## src/usil_pkg.sv

```systemverilog
package usil_pkg;
  localparam int FIELD_W = 16;
  localparam int ADDR_W = 8;
  localparam logic [7:0] OFF_INDEX = 8'h00;
  localparam logic [7:0] OFF_LENGTH = 8'h04;
  localparam logic [7:0] OFF_CTRL = 8'h08;
  localparam int CTRL_HOST_BIT = 0;
  localparam int CTRL_REQ_BIT = 1;
  localparam logic [15:0] FIELD_RST = 16'h0000;
  localparam logic HOST_MODE_RST = 1'h0;
  localparam logic [1:0] RESP_OKAY = 2'h0;
  localparam logic [1:0] RESP_SLVERR = 2'h2;
  typedef enum {USIL_REG_INDEX, USIL_REG_LENGTH, USIL_REG_CTRL, USIL_REG_NONE} usil_reg_t;
endpackage

```

## src/usil_field.sv

```systemverilog
`timescale 1ns/10ps
module usil_field #(
  parameter int WIDTH = 16
) (
  input wire logic sys_clk_in,
  input wire logic srst_in,
  input wire logic host_mode_in,
  input wire logic sw_we_in,
  input wire logic [1:0] sw_strb_in,
  input wire logic [WIDTH-1:0] sw_data_in,
  input wire logic cap_in,
  input wire logic [WIDTH-1:0] cap_data_in,
  output logic [WIDTH-1:0] value_out
);
  logic [WIDTH-1:0] next_value;

  generate
    if (WIDTH != 16) begin : g_bad_width
      $error("usil_field: WIDTH must be 16");
    end
  endgenerate

  always_comb begin
    next_value = value_out;
    if (host_mode_in) begin
      // Byte lanes: low byte in bits 7-0, high byte in bits 15-8
      if (sw_we_in && sw_strb_in[0]) begin
        next_value[7:0] = sw_data_in[7:0];
      end
      if (sw_we_in && sw_strb_in[1]) begin
        next_value[15:8] = sw_data_in[15:8];
      end
    end else if (cap_in) begin
      // Software writes are dropped here; only a received setup changes the value
      next_value = cap_data_in;
    end
  end

  always_ff @(posedge sys_clk_in) begin
    if (srst_in) begin
      value_out <= usil_pkg::FIELD_RST;
    end else begin
      value_out <= next_value;
    end
  end
endmodule

```

## src/usil_regs.sv

```systemverilog
// Function
// - Each field is 16 bits; bits 7-0 low byte, bits 15-8 high byte.
// - Software can read the index value of the current setup request.
// - Software can read the length value of the current setup request.
// - Peripheral mode: index field stores the received setup index value.
// - Peripheral mode: software writes to the index field are ignored.
// - Peripheral mode: length field stores the received setup length value.
// - Peripheral mode: software writes to the length field are ignored.
//
// Local design decisions: the register offsets and the AXI4-Lite interface to the registers.
`timescale 1ns/10ps
module usil_regs #(
  parameter int FIELD_W = usil_pkg::FIELD_W
) (
  input wire logic sys_clk_in,
  input wire logic srst_in,
  input wire logic [7:0] s_axi_awaddr_in,
  input wire logic s_axi_awvalid_in,
  output logic s_axi_awready_out,
  input wire logic [31:0] s_axi_wdata_in,
  input wire logic [3:0] s_axi_wstrb_in,
  input wire logic s_axi_wvalid_in,
  output logic s_axi_wready_out,
  output logic [1:0] s_axi_bresp_out,
  output logic s_axi_bvalid_out,
  input wire logic s_axi_bready_in,
  input wire logic [7:0] s_axi_araddr_in,
  input wire logic s_axi_arvalid_in,
  output logic s_axi_arready_out,
  output logic [31:0] s_axi_rdata_out,
  output logic [1:0] s_axi_rresp_out,
  output logic s_axi_rvalid_out,
  input wire logic s_axi_rready_in,
  input wire logic rx_setup_valid_in,
  input wire logic [15:0] rx_index_in,
  input wire logic [15:0] rx_length_in,
  input wire logic tx_setup_done_in,
  output logic host_mode_out,
  output logic setup_send_request_flag_out,
  output logic [15:0] tx_index_out,
  output logic [15:0] tx_length_out
);
  generate
    if (FIELD_W != 16) begin : g_bad_width
      $error("usil_regs: FIELD_W must be 16");
    end
  endgenerate

  function automatic usil_pkg::usil_reg_t usil_decode(input logic [7:0] addr);
    case (addr)
      usil_pkg::OFF_INDEX: usil_decode = usil_pkg::USIL_REG_INDEX;
      usil_pkg::OFF_LENGTH: usil_decode = usil_pkg::USIL_REG_LENGTH;
      usil_pkg::OFF_CTRL: usil_decode = usil_pkg::USIL_REG_CTRL;
      default: usil_decode = usil_pkg::USIL_REG_NONE;
    endcase
  endfunction

  // Write channel state
  logic aw_full;
  logic w_full;
  logic [7:0] aw_addr;
  logic [31:0] w_data;
  logic [3:0] w_strb;
  logic next_aw_full;
  logic next_w_full;
  logic [7:0] next_aw_addr;
  logic [31:0] next_w_data;
  logic [3:0] next_w_strb;
  logic next_bvalid;
  logic [1:0] next_bresp;
  logic do_write;
  usil_pkg::usil_reg_t wr_reg;

  always_comb begin
    next_aw_full = aw_full;
    next_w_full = w_full;
    next_aw_addr = aw_addr;
    next_w_data = w_data;
    next_w_strb = w_strb;
    next_bvalid = s_axi_bvalid_out;
    next_bresp = s_axi_bresp_out;
    wr_reg = usil_decode(aw_addr);
    // Both halves are held until the previous response has been taken
    do_write = aw_full && w_full && !s_axi_bvalid_out;
    if (s_axi_awvalid_in && s_axi_awready_out) begin
      next_aw_full = 1'b1;
      next_aw_addr = s_axi_awaddr_in;
    end
    if (s_axi_wvalid_in && s_axi_wready_out) begin
      next_w_full = 1'b1;
      next_w_data = s_axi_wdata_in;
      next_w_strb = s_axi_wstrb_in;
    end
    if (s_axi_bvalid_out && s_axi_bready_in) begin
      next_bvalid = 1'b0;
    end
    if (do_write) begin
      next_aw_full = 1'b0;
      next_w_full = 1'b0;
      next_bvalid = 1'b1;
      next_bresp = (wr_reg == usil_pkg::USIL_REG_NONE) ? usil_pkg::RESP_SLVERR
                                                        : usil_pkg::RESP_OKAY;
    end
  end

  always_ff @(posedge sys_clk_in) begin
    if (srst_in) begin
      aw_full <= 1'b0;
      w_full <= 1'b0;
      aw_addr <= 8'h00;
      w_data <= 32'h0000_0000;
      w_strb <= 4'h0;
      s_axi_bvalid_out <= 1'b0;
      s_axi_bresp_out <= usil_pkg::RESP_OKAY;
      s_axi_awready_out <= 1'b0;
      s_axi_wready_out <= 1'b0;
    end else begin
      aw_full <= next_aw_full;
      w_full <= next_w_full;
      aw_addr <= next_aw_addr;
      w_data <= next_w_data;
      w_strb <= next_w_strb;
      s_axi_bvalid_out <= next_bvalid;
      s_axi_bresp_out <= next_bresp;
      s_axi_awready_out <= !next_aw_full;
      s_axi_wready_out <= !next_w_full;
    end
  end

  // Control register: mode bit and send request flag
  logic next_host_mode;
  logic next_req;
  logic set_req;
  logic ctrl_we;

  always_comb begin
    ctrl_we = do_write && (wr_reg == usil_pkg::USIL_REG_CTRL) && w_strb[0];
    next_host_mode = host_mode_out;
    if (ctrl_we) begin
      next_host_mode = w_data[usil_pkg::CTRL_HOST_BIT];
    end
    // Only a one starts a send; a zero request bit cannot cancel one in flight, but clearing host mode does
    // The same write must keep host mode, or the request would linger in peripheral mode
    set_req = ctrl_we && host_mode_out && w_data[usil_pkg::CTRL_HOST_BIT]
              && w_data[usil_pkg::CTRL_REQ_BIT];
    next_req = setup_send_request_flag_out;
    if (tx_setup_done_in || !next_host_mode) begin
      next_req = 1'b0;
    end
    if (set_req) begin
      next_req = 1'b1;
    end
  end

  always_ff @(posedge sys_clk_in) begin
    if (srst_in) begin
      host_mode_out <= usil_pkg::HOST_MODE_RST;
      setup_send_request_flag_out <= 1'b0;
    end else begin
      host_mode_out <= next_host_mode;
      setup_send_request_flag_out <= next_req;
    end
  end

  // The two setup fields; the core sends tx_index_out and tx_length_out as held
  logic idx_we;
  logic len_we;
  assign idx_we = do_write && (wr_reg == usil_pkg::USIL_REG_INDEX);
  assign len_we = do_write && (wr_reg == usil_pkg::USIL_REG_LENGTH);

  usil_field #(.WIDTH(FIELD_W)) u_index (
    .sys_clk_in(sys_clk_in),
    .srst_in(srst_in),
    .host_mode_in(host_mode_out),
    .sw_we_in(idx_we),
    .sw_strb_in(w_strb[1:0]),
    .sw_data_in(w_data[15:0]),
    .cap_in(rx_setup_valid_in),
    .cap_data_in(rx_index_in),
    .value_out(tx_index_out)
  );

  usil_field #(.WIDTH(FIELD_W)) u_length (
    .sys_clk_in(sys_clk_in),
    .srst_in(srst_in),
    .host_mode_in(host_mode_out),
    .sw_we_in(len_we),
    .sw_strb_in(w_strb[1:0]),
    .sw_data_in(w_data[15:0]),
    .cap_in(rx_setup_valid_in),
    .cap_data_in(rx_length_in),
    .value_out(tx_length_out)
  );

  // Read channel
  logic next_rvalid;
  logic next_arready;
  logic [31:0] next_rdata;
  logic [1:0] next_rresp;
  usil_pkg::usil_reg_t rd_reg;

  always_comb begin
    next_rvalid = s_axi_rvalid_out;
    next_rdata = s_axi_rdata_out;
    next_rresp = s_axi_rresp_out;
    rd_reg = usil_decode(s_axi_araddr_in);
    if (s_axi_rvalid_out && s_axi_rready_in) begin
      next_rvalid = 1'b0;
    end
    if (s_axi_arvalid_in && s_axi_arready_out) begin
      next_rvalid = 1'b1;
      next_rresp = usil_pkg::RESP_OKAY;
      case (rd_reg)
        usil_pkg::USIL_REG_INDEX: next_rdata = {16'h0000, tx_index_out};
        usil_pkg::USIL_REG_LENGTH: next_rdata = {16'h0000, tx_length_out};
        usil_pkg::USIL_REG_CTRL: next_rdata = {30'h0, setup_send_request_flag_out,
                                               host_mode_out};
        default: begin
          next_rdata = 32'h0000_0000;
          next_rresp = usil_pkg::RESP_SLVERR;
        end
      endcase
    end
    next_arready = !next_rvalid;
  end

  always_ff @(posedge sys_clk_in) begin
    if (srst_in) begin
      s_axi_rvalid_out <= 1'b0;
      s_axi_rdata_out <= 32'h0000_0000;
      s_axi_rresp_out <= usil_pkg::RESP_OKAY;
      s_axi_arready_out <= 1'b0;
    end else begin
      s_axi_rvalid_out <= next_rvalid;
      s_axi_rdata_out <= next_rdata;
      s_axi_rresp_out <= next_rresp;
      s_axi_arready_out <= next_arready;
    end
  end
endmodule

```

## config.mk

```make
export PLATFORM = sky130hd
export DESIGN_NAME = usil_regs
export DESIGN_NICKNAME = d
export VERILOG_FILES = /design/src/usil_pkg.sv /design/src/usil_field.sv /design/src/usil_regs.sv
export SDC_FILE = /design/constraint.sdc
export NUM_CORES = 1
export LEC_CHECK = 0
export BUFFER_PORTS_ARGS = -buffer_cell sky130_fd_sc_hd__buf_2
export CAP_MARGIN = 20
export CORE_MARGIN = 10
export CORE_UTILIZATION = 51
export DETAILED_ROUTE_END_ITERATION = 16
export PLACE_DENSITY = 0.86
export RECOVER_POWER = 100
export SLEW_MARGIN = 15
export SYNTH_ARGS = -nofsm -noshare
export SYNTH_HDL_FRONTEND = slang
export SYNTH_SLANG_ARGS = --single-unit
```

## constraint.sdc

```tcl
create_clock -name sys_clk_in -period 2.9 [get_ports sys_clk_in]
set_clock_uncertainty 0.15 [all_clocks]
set_input_delay 0.435 -clock sys_clk_in [delete_from_list [all_inputs] [get_ports sys_clk_in]]
set_output_delay 0.435 -clock sys_clk_in [all_outputs]
set_load 0.01 [all_outputs]
```

# After elaboration in Yosys (flattened, before gate mapping)
# Cells that the tools add are included.
# op_classes
n_reduce_logical	36
eq_ne	13
muxes	24
# ops
op	n
equality test 32 x 2 -> 1 bit, second input constant	2
equality test 32 x 3 -> 1 bit, second input constant	2
zero test 32 bit	2
two-way mux 16 bit	4
one-hot mux 16 bit (3 select lines)	1
equality test 32 x 1 -> 1 bit, second input constant	1
two-way mux 8 bit	4
logical AND 1 bit	18
equality test 8 x 3 -> 1 bit, second input constant	2
equality test 8 x 4 -> 1 bit, second input constant	2
zero test 8 bit	2
one-hot mux 2 bit (3 select lines)	2
two-way mux 1 bit	11
inequality test 2 x 1 -> 1 bit, second input constant	4
AND reduction 2 bit	4
nonzero test 2 bit	3
zero test 1 bit	5
two-way mux 2 bit	2
OR reduction 3 bit	1
logical OR 1 bit	1
# word_totals
ff_bits	103
wordCells	92
output_inout_bits	75

# Depth between registers and ports, before layout
# depth
ltp_word	10
mapped_depth	7

# Hierarchy
# A second synthesis with hierarchy kept.
# hier_totals
hier_cells	435
hier_area_um2	4113.9
# modules_own_cells
mod	n_inst	area_each_um2	cells_per_inst
usil_regs	1	2372.3	277
usil_field	2	870.8	79

# Worst setup path before layout
# Ideal clock, no wire load.
# synth_path
path_type	in2reg
from	in s_axi_araddr_in[0]
to	reg s_axi_rdata_out[10]
t_required_ns	2.685
path_stages	5
setup_slack_ns	1.038
arrival_time_ns	1.647
cell_sequence	or4_1 -> nor4b_4 -> buf_6 -> a22oi_1 -> nor2_1
# synth_via
elab_chain_cells	4
# synth_lines
element	line_no	text
from (decl)	usil_regs.sv:27	input wire logic [7:0] s_axi_araddr_in,
equality test 8 x 4 -> 1 bit (tied with other cells)	usil_regs.sv:50	case (addr)
one-hot mux 2 bit (3 select lines) (*)	usil_regs.sv:50	
equality test 32 x 2 -> 1 bit (tied with other cells)	usil_regs.sv:213	case (rd_reg)
one-hot mux 16 bit (3 select lines) (*)	usil_regs.sv:213	
to (signal assigned)	usil_regs.sv:235	s_axi_rdata_out <= next_rdata;
to (decl)	usil_regs.sv:30	output logic [31:0] s_axi_rdata_out,
# Every way passes the cells marked *; elsewhere a longest branch is shown, timed or not.
# A chain may end at the register's enable or synchronous reset.

# Worst setup path after layout
# layout_path
from	in s_axi_araddr_in[0]
to	reg s_axi_rdata_out[6]
# Same word-level chain as after synthesis.

==> impl_results.md <==
* Area taken by flip-flops and latches at 1700 sq um
* Antenna violations before repair at 0
* Endpoint type of the worst setup path: flip-flop
* Maximum number of pins on one net before global-route repair at 46
* Global-route wire length before repair at 17.7 mm
* Number of instances in the synthesized netlist at 431
* Starting density of the core at 53.3%
* Endpoint of the worst-slack reg-to-reg timing path: s_axi_rdata_out[6]$_SDFFE_PP0P_
* Setup crit end: s_axi_rdata_out[6]$_SDFFE_PP0P_
* Total area of multi-input combinational cells at 1940 sq um
* Clock tree root driver cell: sky130_fd_sc_hd__clkbuf_8
* Area of the placeable core at 7330 sq um
* Maximum fanout encountered on the critical timing path at 14
* Count of hold buffers inserted by post-cts repair at 0
* Final RePlAce weighted congestion at 0.854
* Number of max-slew violations in the final report at 0
* Launch point of the worst reg-to-reg path: s_axi_arready_out$_SDFF_PP0_
* Post-Synthesis Mean Instance Area at 9.06 sq um
* Final worst-path cycle share at 76.4%
* Global Route Usage Sum at 18.9%
* Cell depth of the worst flop-to-flop path at 5
* Vias per cell at 5.55
* Max-cap violation count at 0
* Synth top area share at 43.6%
* Number of diodes at 0
* Area overhead of the layout relative to synthesis at 18.1%
* Die X at 108 um
* Die Footprint at 11600 sq um
* # IOs at 168
* Worst Setup Start Kind: input port
* Synth area leaders: sky130_fd_sc_hd__dfxtp_1 44%, sky130_fd_sc_hd__a21oi_1 5.3%, sky130_fd_sc_hd__nand2_1 4.9%
* Static leakage at 1.85 nW
* CP arrival at 2.35 ns
* Layout cell share with drive strength beyond 1 at 22.2%
* Crit path kind: in2reg
* Share of synthesized area occupied by flip-flops and latches at 43.6%
* Total count of hold-check failures in the final report at 0
* Register-to-Register Setup Slack at 0.77 ns
* Cell accounting for the most synthesized area: sky130_fd_sc_hd__dfxtp_1
* Placed wire-length estimate after detailed placement at 8.95 mm
* Post-CTS setup buffer count at 0
* Starting DRC count in detailed routing at 222
* Status: complete, no violations
* Headroom to the max-slew limit at 22.1%
* RSZ-0062 raised after global routing: no
* Final critical-path required period at 2.22 ns
* Req. time, crit path at 3.03 ns
* Hold/Removal Path Class: in2reg
* Post-DP Area at 4500 sq um
* Maximum ir drop on the vdd rail at 0.000277 V
* CP Launch Point: s_axi_araddr_in[0]
* Wire length per cell after detailed routing at 17.8 um
* Final Instance Area at 4610 sq um
* Clock-pin slew on the worst setup and hold paths at 0.09 ns
* Number of sinks handled by clock tree synthesis at 85
* Setup Viol. Count Final at 0
* Number of synthesis warnings at 0
* Vertical die dimension at 108 um
* Share of the core filled with cells at 62.9%
* Number of gates resized after cts at 0
* Worst hold margin at 0.155 ns
* Final sum of negative setup slack at 0 ns
* 1st-pass router iterations at 5
* Port Buf Inserts at 131
* Power per Cell Area at 530 nW/um^2
* TritonCTS clock tree: yes
* Total clock buffers created by CTS at 9
* Deepest level of the CTS H-tree at 3
* Number of rows created at floorplan at 31
* DRC violation count after routing at 0
* Vias post-DR at 3594
* Number of register bits inferred by synthesis at 85
* Remaining Overflow, GRT at 0
* Commonest cells after routing, fill and taps aside: 85 x sky130_fd_sc_hd__dfxtp_1, 73 x sky130_fd_sc_hd__buf_2, 59 x sky130_fd_sc_hd__clkbuf_1
* Filler cell count at 673
* Cell area after synthesis at 3900 sq um
* Number of global-route vias before repair at 3502
* Total wirelength of the detailed-routed design at 11.5 mm
* Final-stage net count at 637
* Number of distinct library cells after synthesis at 42
* Highest clock rate at 451 MHz
* DRT antenna net count at 0
* Worst-margin pin slew at 1.17 ns
* Maximum buffer depth of the clock tree at 2
* Leading cell type in the layout, fill and taps excluded: sky130_fd_sc_hd__dfxtp_1
* Worst-skew pair later-pin latency at 0.35 ns
==> layer usage <==
layer	vias up	track usage (%)	part of all wire, %
met3	23	5.87	8.7
met1	1661	22.4	42
met5	-	0	0
met2	148	30.3	47
met4	0	9.26	3.0
li1	1762	-	-
==> worst min path at each step <==
stage | start | end | slack (ns) | depth (start not counted)
floorplan | w_data[10]$_SDFFE_PP0P_ | w_data[10]$_SDFFE_PP0P_ | 0.28 | 2
global placement | w_data[12]$_SDFFE_PP0P_ | w_data[12]$_SDFFE_PP0P_ | 0.29 | 2
detailed placement | w_data[6]$_SDFFE_PP0P_ | w_data[6]$_SDFFE_PP0P_ | 0.30 | 2
CTS | s_axi_wdata_in[8] | w_data[8]$_SDFFE_PP0P_ | 0.15 | 3
global route | s_axi_wdata_in[10] | w_data[10]$_SDFFE_PP0P_ | 0.15 | 3
finish | s_axi_wdata_in[8] | w_data[8]$_SDFFE_PP0P_ | 0.15 | 3
==> per-stage QoR <==
stage / std cells / worst slack, ns / power [mW]
6_report: 648 / 0.684 / 2.44
2_1_floorplan: 448 / 1.04 / 1.50
3_3_place_gp: 632 / 0.703 / 1.61
4_1_cts: 648 / 0.817 / 2.46
5_1_grt: 648 / 0.531 / 2.54
3_5_place_dp: 632 / 0.639 / 1.63
==> critical path: stages <==
cell	delay, ns
sky130_fd_sc_hd__buf_2	0.09
sky130_fd_sc_hd__or4_1	0.55
sky130_fd_sc_hd__nor4b_2	0.96
sky130_fd_sc_hd__a22oi_1	0.15
sky130_fd_sc_hd__nor2_1	0.15
==> sequential cells by signal, indices dropped and copies added (netlist names), 2 cells and up <==
register and cells:
s_axi_rdata_out 16, aw_addr 8, u_length.value_out 16, u_index.value_out 16, w_data 16, w_strb 2
==> logic make-up (layout without fill, tap and decap cells) <==
group | count (synthesis) | in the layout | share of synthesized area (%)
and+or+nand+nor | 143 | 143 | 19.4
muxes | 18 | 18 | 5.06
buffers and inverters | 58 | 159 | 8.30
other | 1 | 18 | 0.0960
AOI/OAI and AO/OA | 126 | 126 | 23.6
DFF | 85 | 85 | 43.6
==> Yosys cell counts <==
library cell,number
sky130_fd_sc_hd__nand3_1,8
sky130_fd_sc_hd__buf_4,19
sky130_fd_sc_hd__buf_2,4
sky130_fd_sc_hd__a221oi_1,12
sky130_fd_sc_hd__o21ai_0,8
sky130_fd_sc_hd__mux2_2,14
sky130_fd_sc_hd__clkbuf_1,26
sky130_fd_sc_hd__inv_1,4
sky130_fd_sc_hd__nor2_1,41
sky130_fd_sc_hd__buf_1,1
sky130_fd_sc_hd__o311a_1,15
sky130_fd_sc_hd__or4_1,1
sky130_fd_sc_hd__o21ai_2,2
sky130_fd_sc_hd__nor4_1,1
sky130_fd_sc_hd__o2bb2ai_1,2
sky130_fd_sc_hd__nor4_4,1
sky130_fd_sc_hd__a21oi_1,41
sky130_fd_sc_hd__and3_1,2
sky130_fd_sc_hd__nand4_4,3
sky130_fd_sc_hd__a221oi_2,3
sky130_fd_sc_hd__and2_1,16
sky130_fd_sc_hd__nand2b_1,4
sky130_fd_sc_hd__and3b_1,2
sky130_fd_sc_hd__a211oi_1,18
sky130_fd_sc_hd__a221o_1,7
sky130_fd_sc_hd__a31oi_1,1
sky130_fd_sc_hd__dfxtp_1,85
sky130_fd_sc_hd__nand2_1,51
sky130_fd_sc_hd__nand3b_1,1
sky130_fd_sc_hd__nor2_2,1
sky130_fd_sc_hd__nor3_1,1
sky130_fd_sc_hd__conb_1,1
sky130_fd_sc_hd__and4_1,2
sky130_fd_sc_hd__buf_6,4
sky130_fd_sc_hd__mux2i_1,4
sky130_fd_sc_hd__nand4_1,1
sky130_fd_sc_hd__nor4bb_1,2
sky130_fd_sc_hd__a21boi_0,1
sky130_fd_sc_hd__and4b_1,2
sky130_fd_sc_hd__a22oi_1,16
sky130_fd_sc_hd__nor4b_4,1
sky130_fd_sc_hd__nor2b_1,2
==> power breakdown <==
group	internal, mW	leakage, nW	switching [mW]
clock	0.403	0.100	0.449
combinational	0.134	1.06	0.184
sequential	1.22	0.697	0.0491
total	1.76	1.85	0.682
==> final cells by class <==
| cell class | count | share of cell area (%) |
|---|---|---|
| well taps | 99 | 2.69 |
| inverters | 4 | 0.326 |
| clock inverters | 7 | 1.60 |
| repair buffers | 139 | 13.8 |
| flip-flops and latches | 85 | 36.9 |
| multi-input cells | 305 | 42.0 |
| clock buffers | 9 | 2.69 |
No activity file was read; power rests on OpenSTA's default activity.
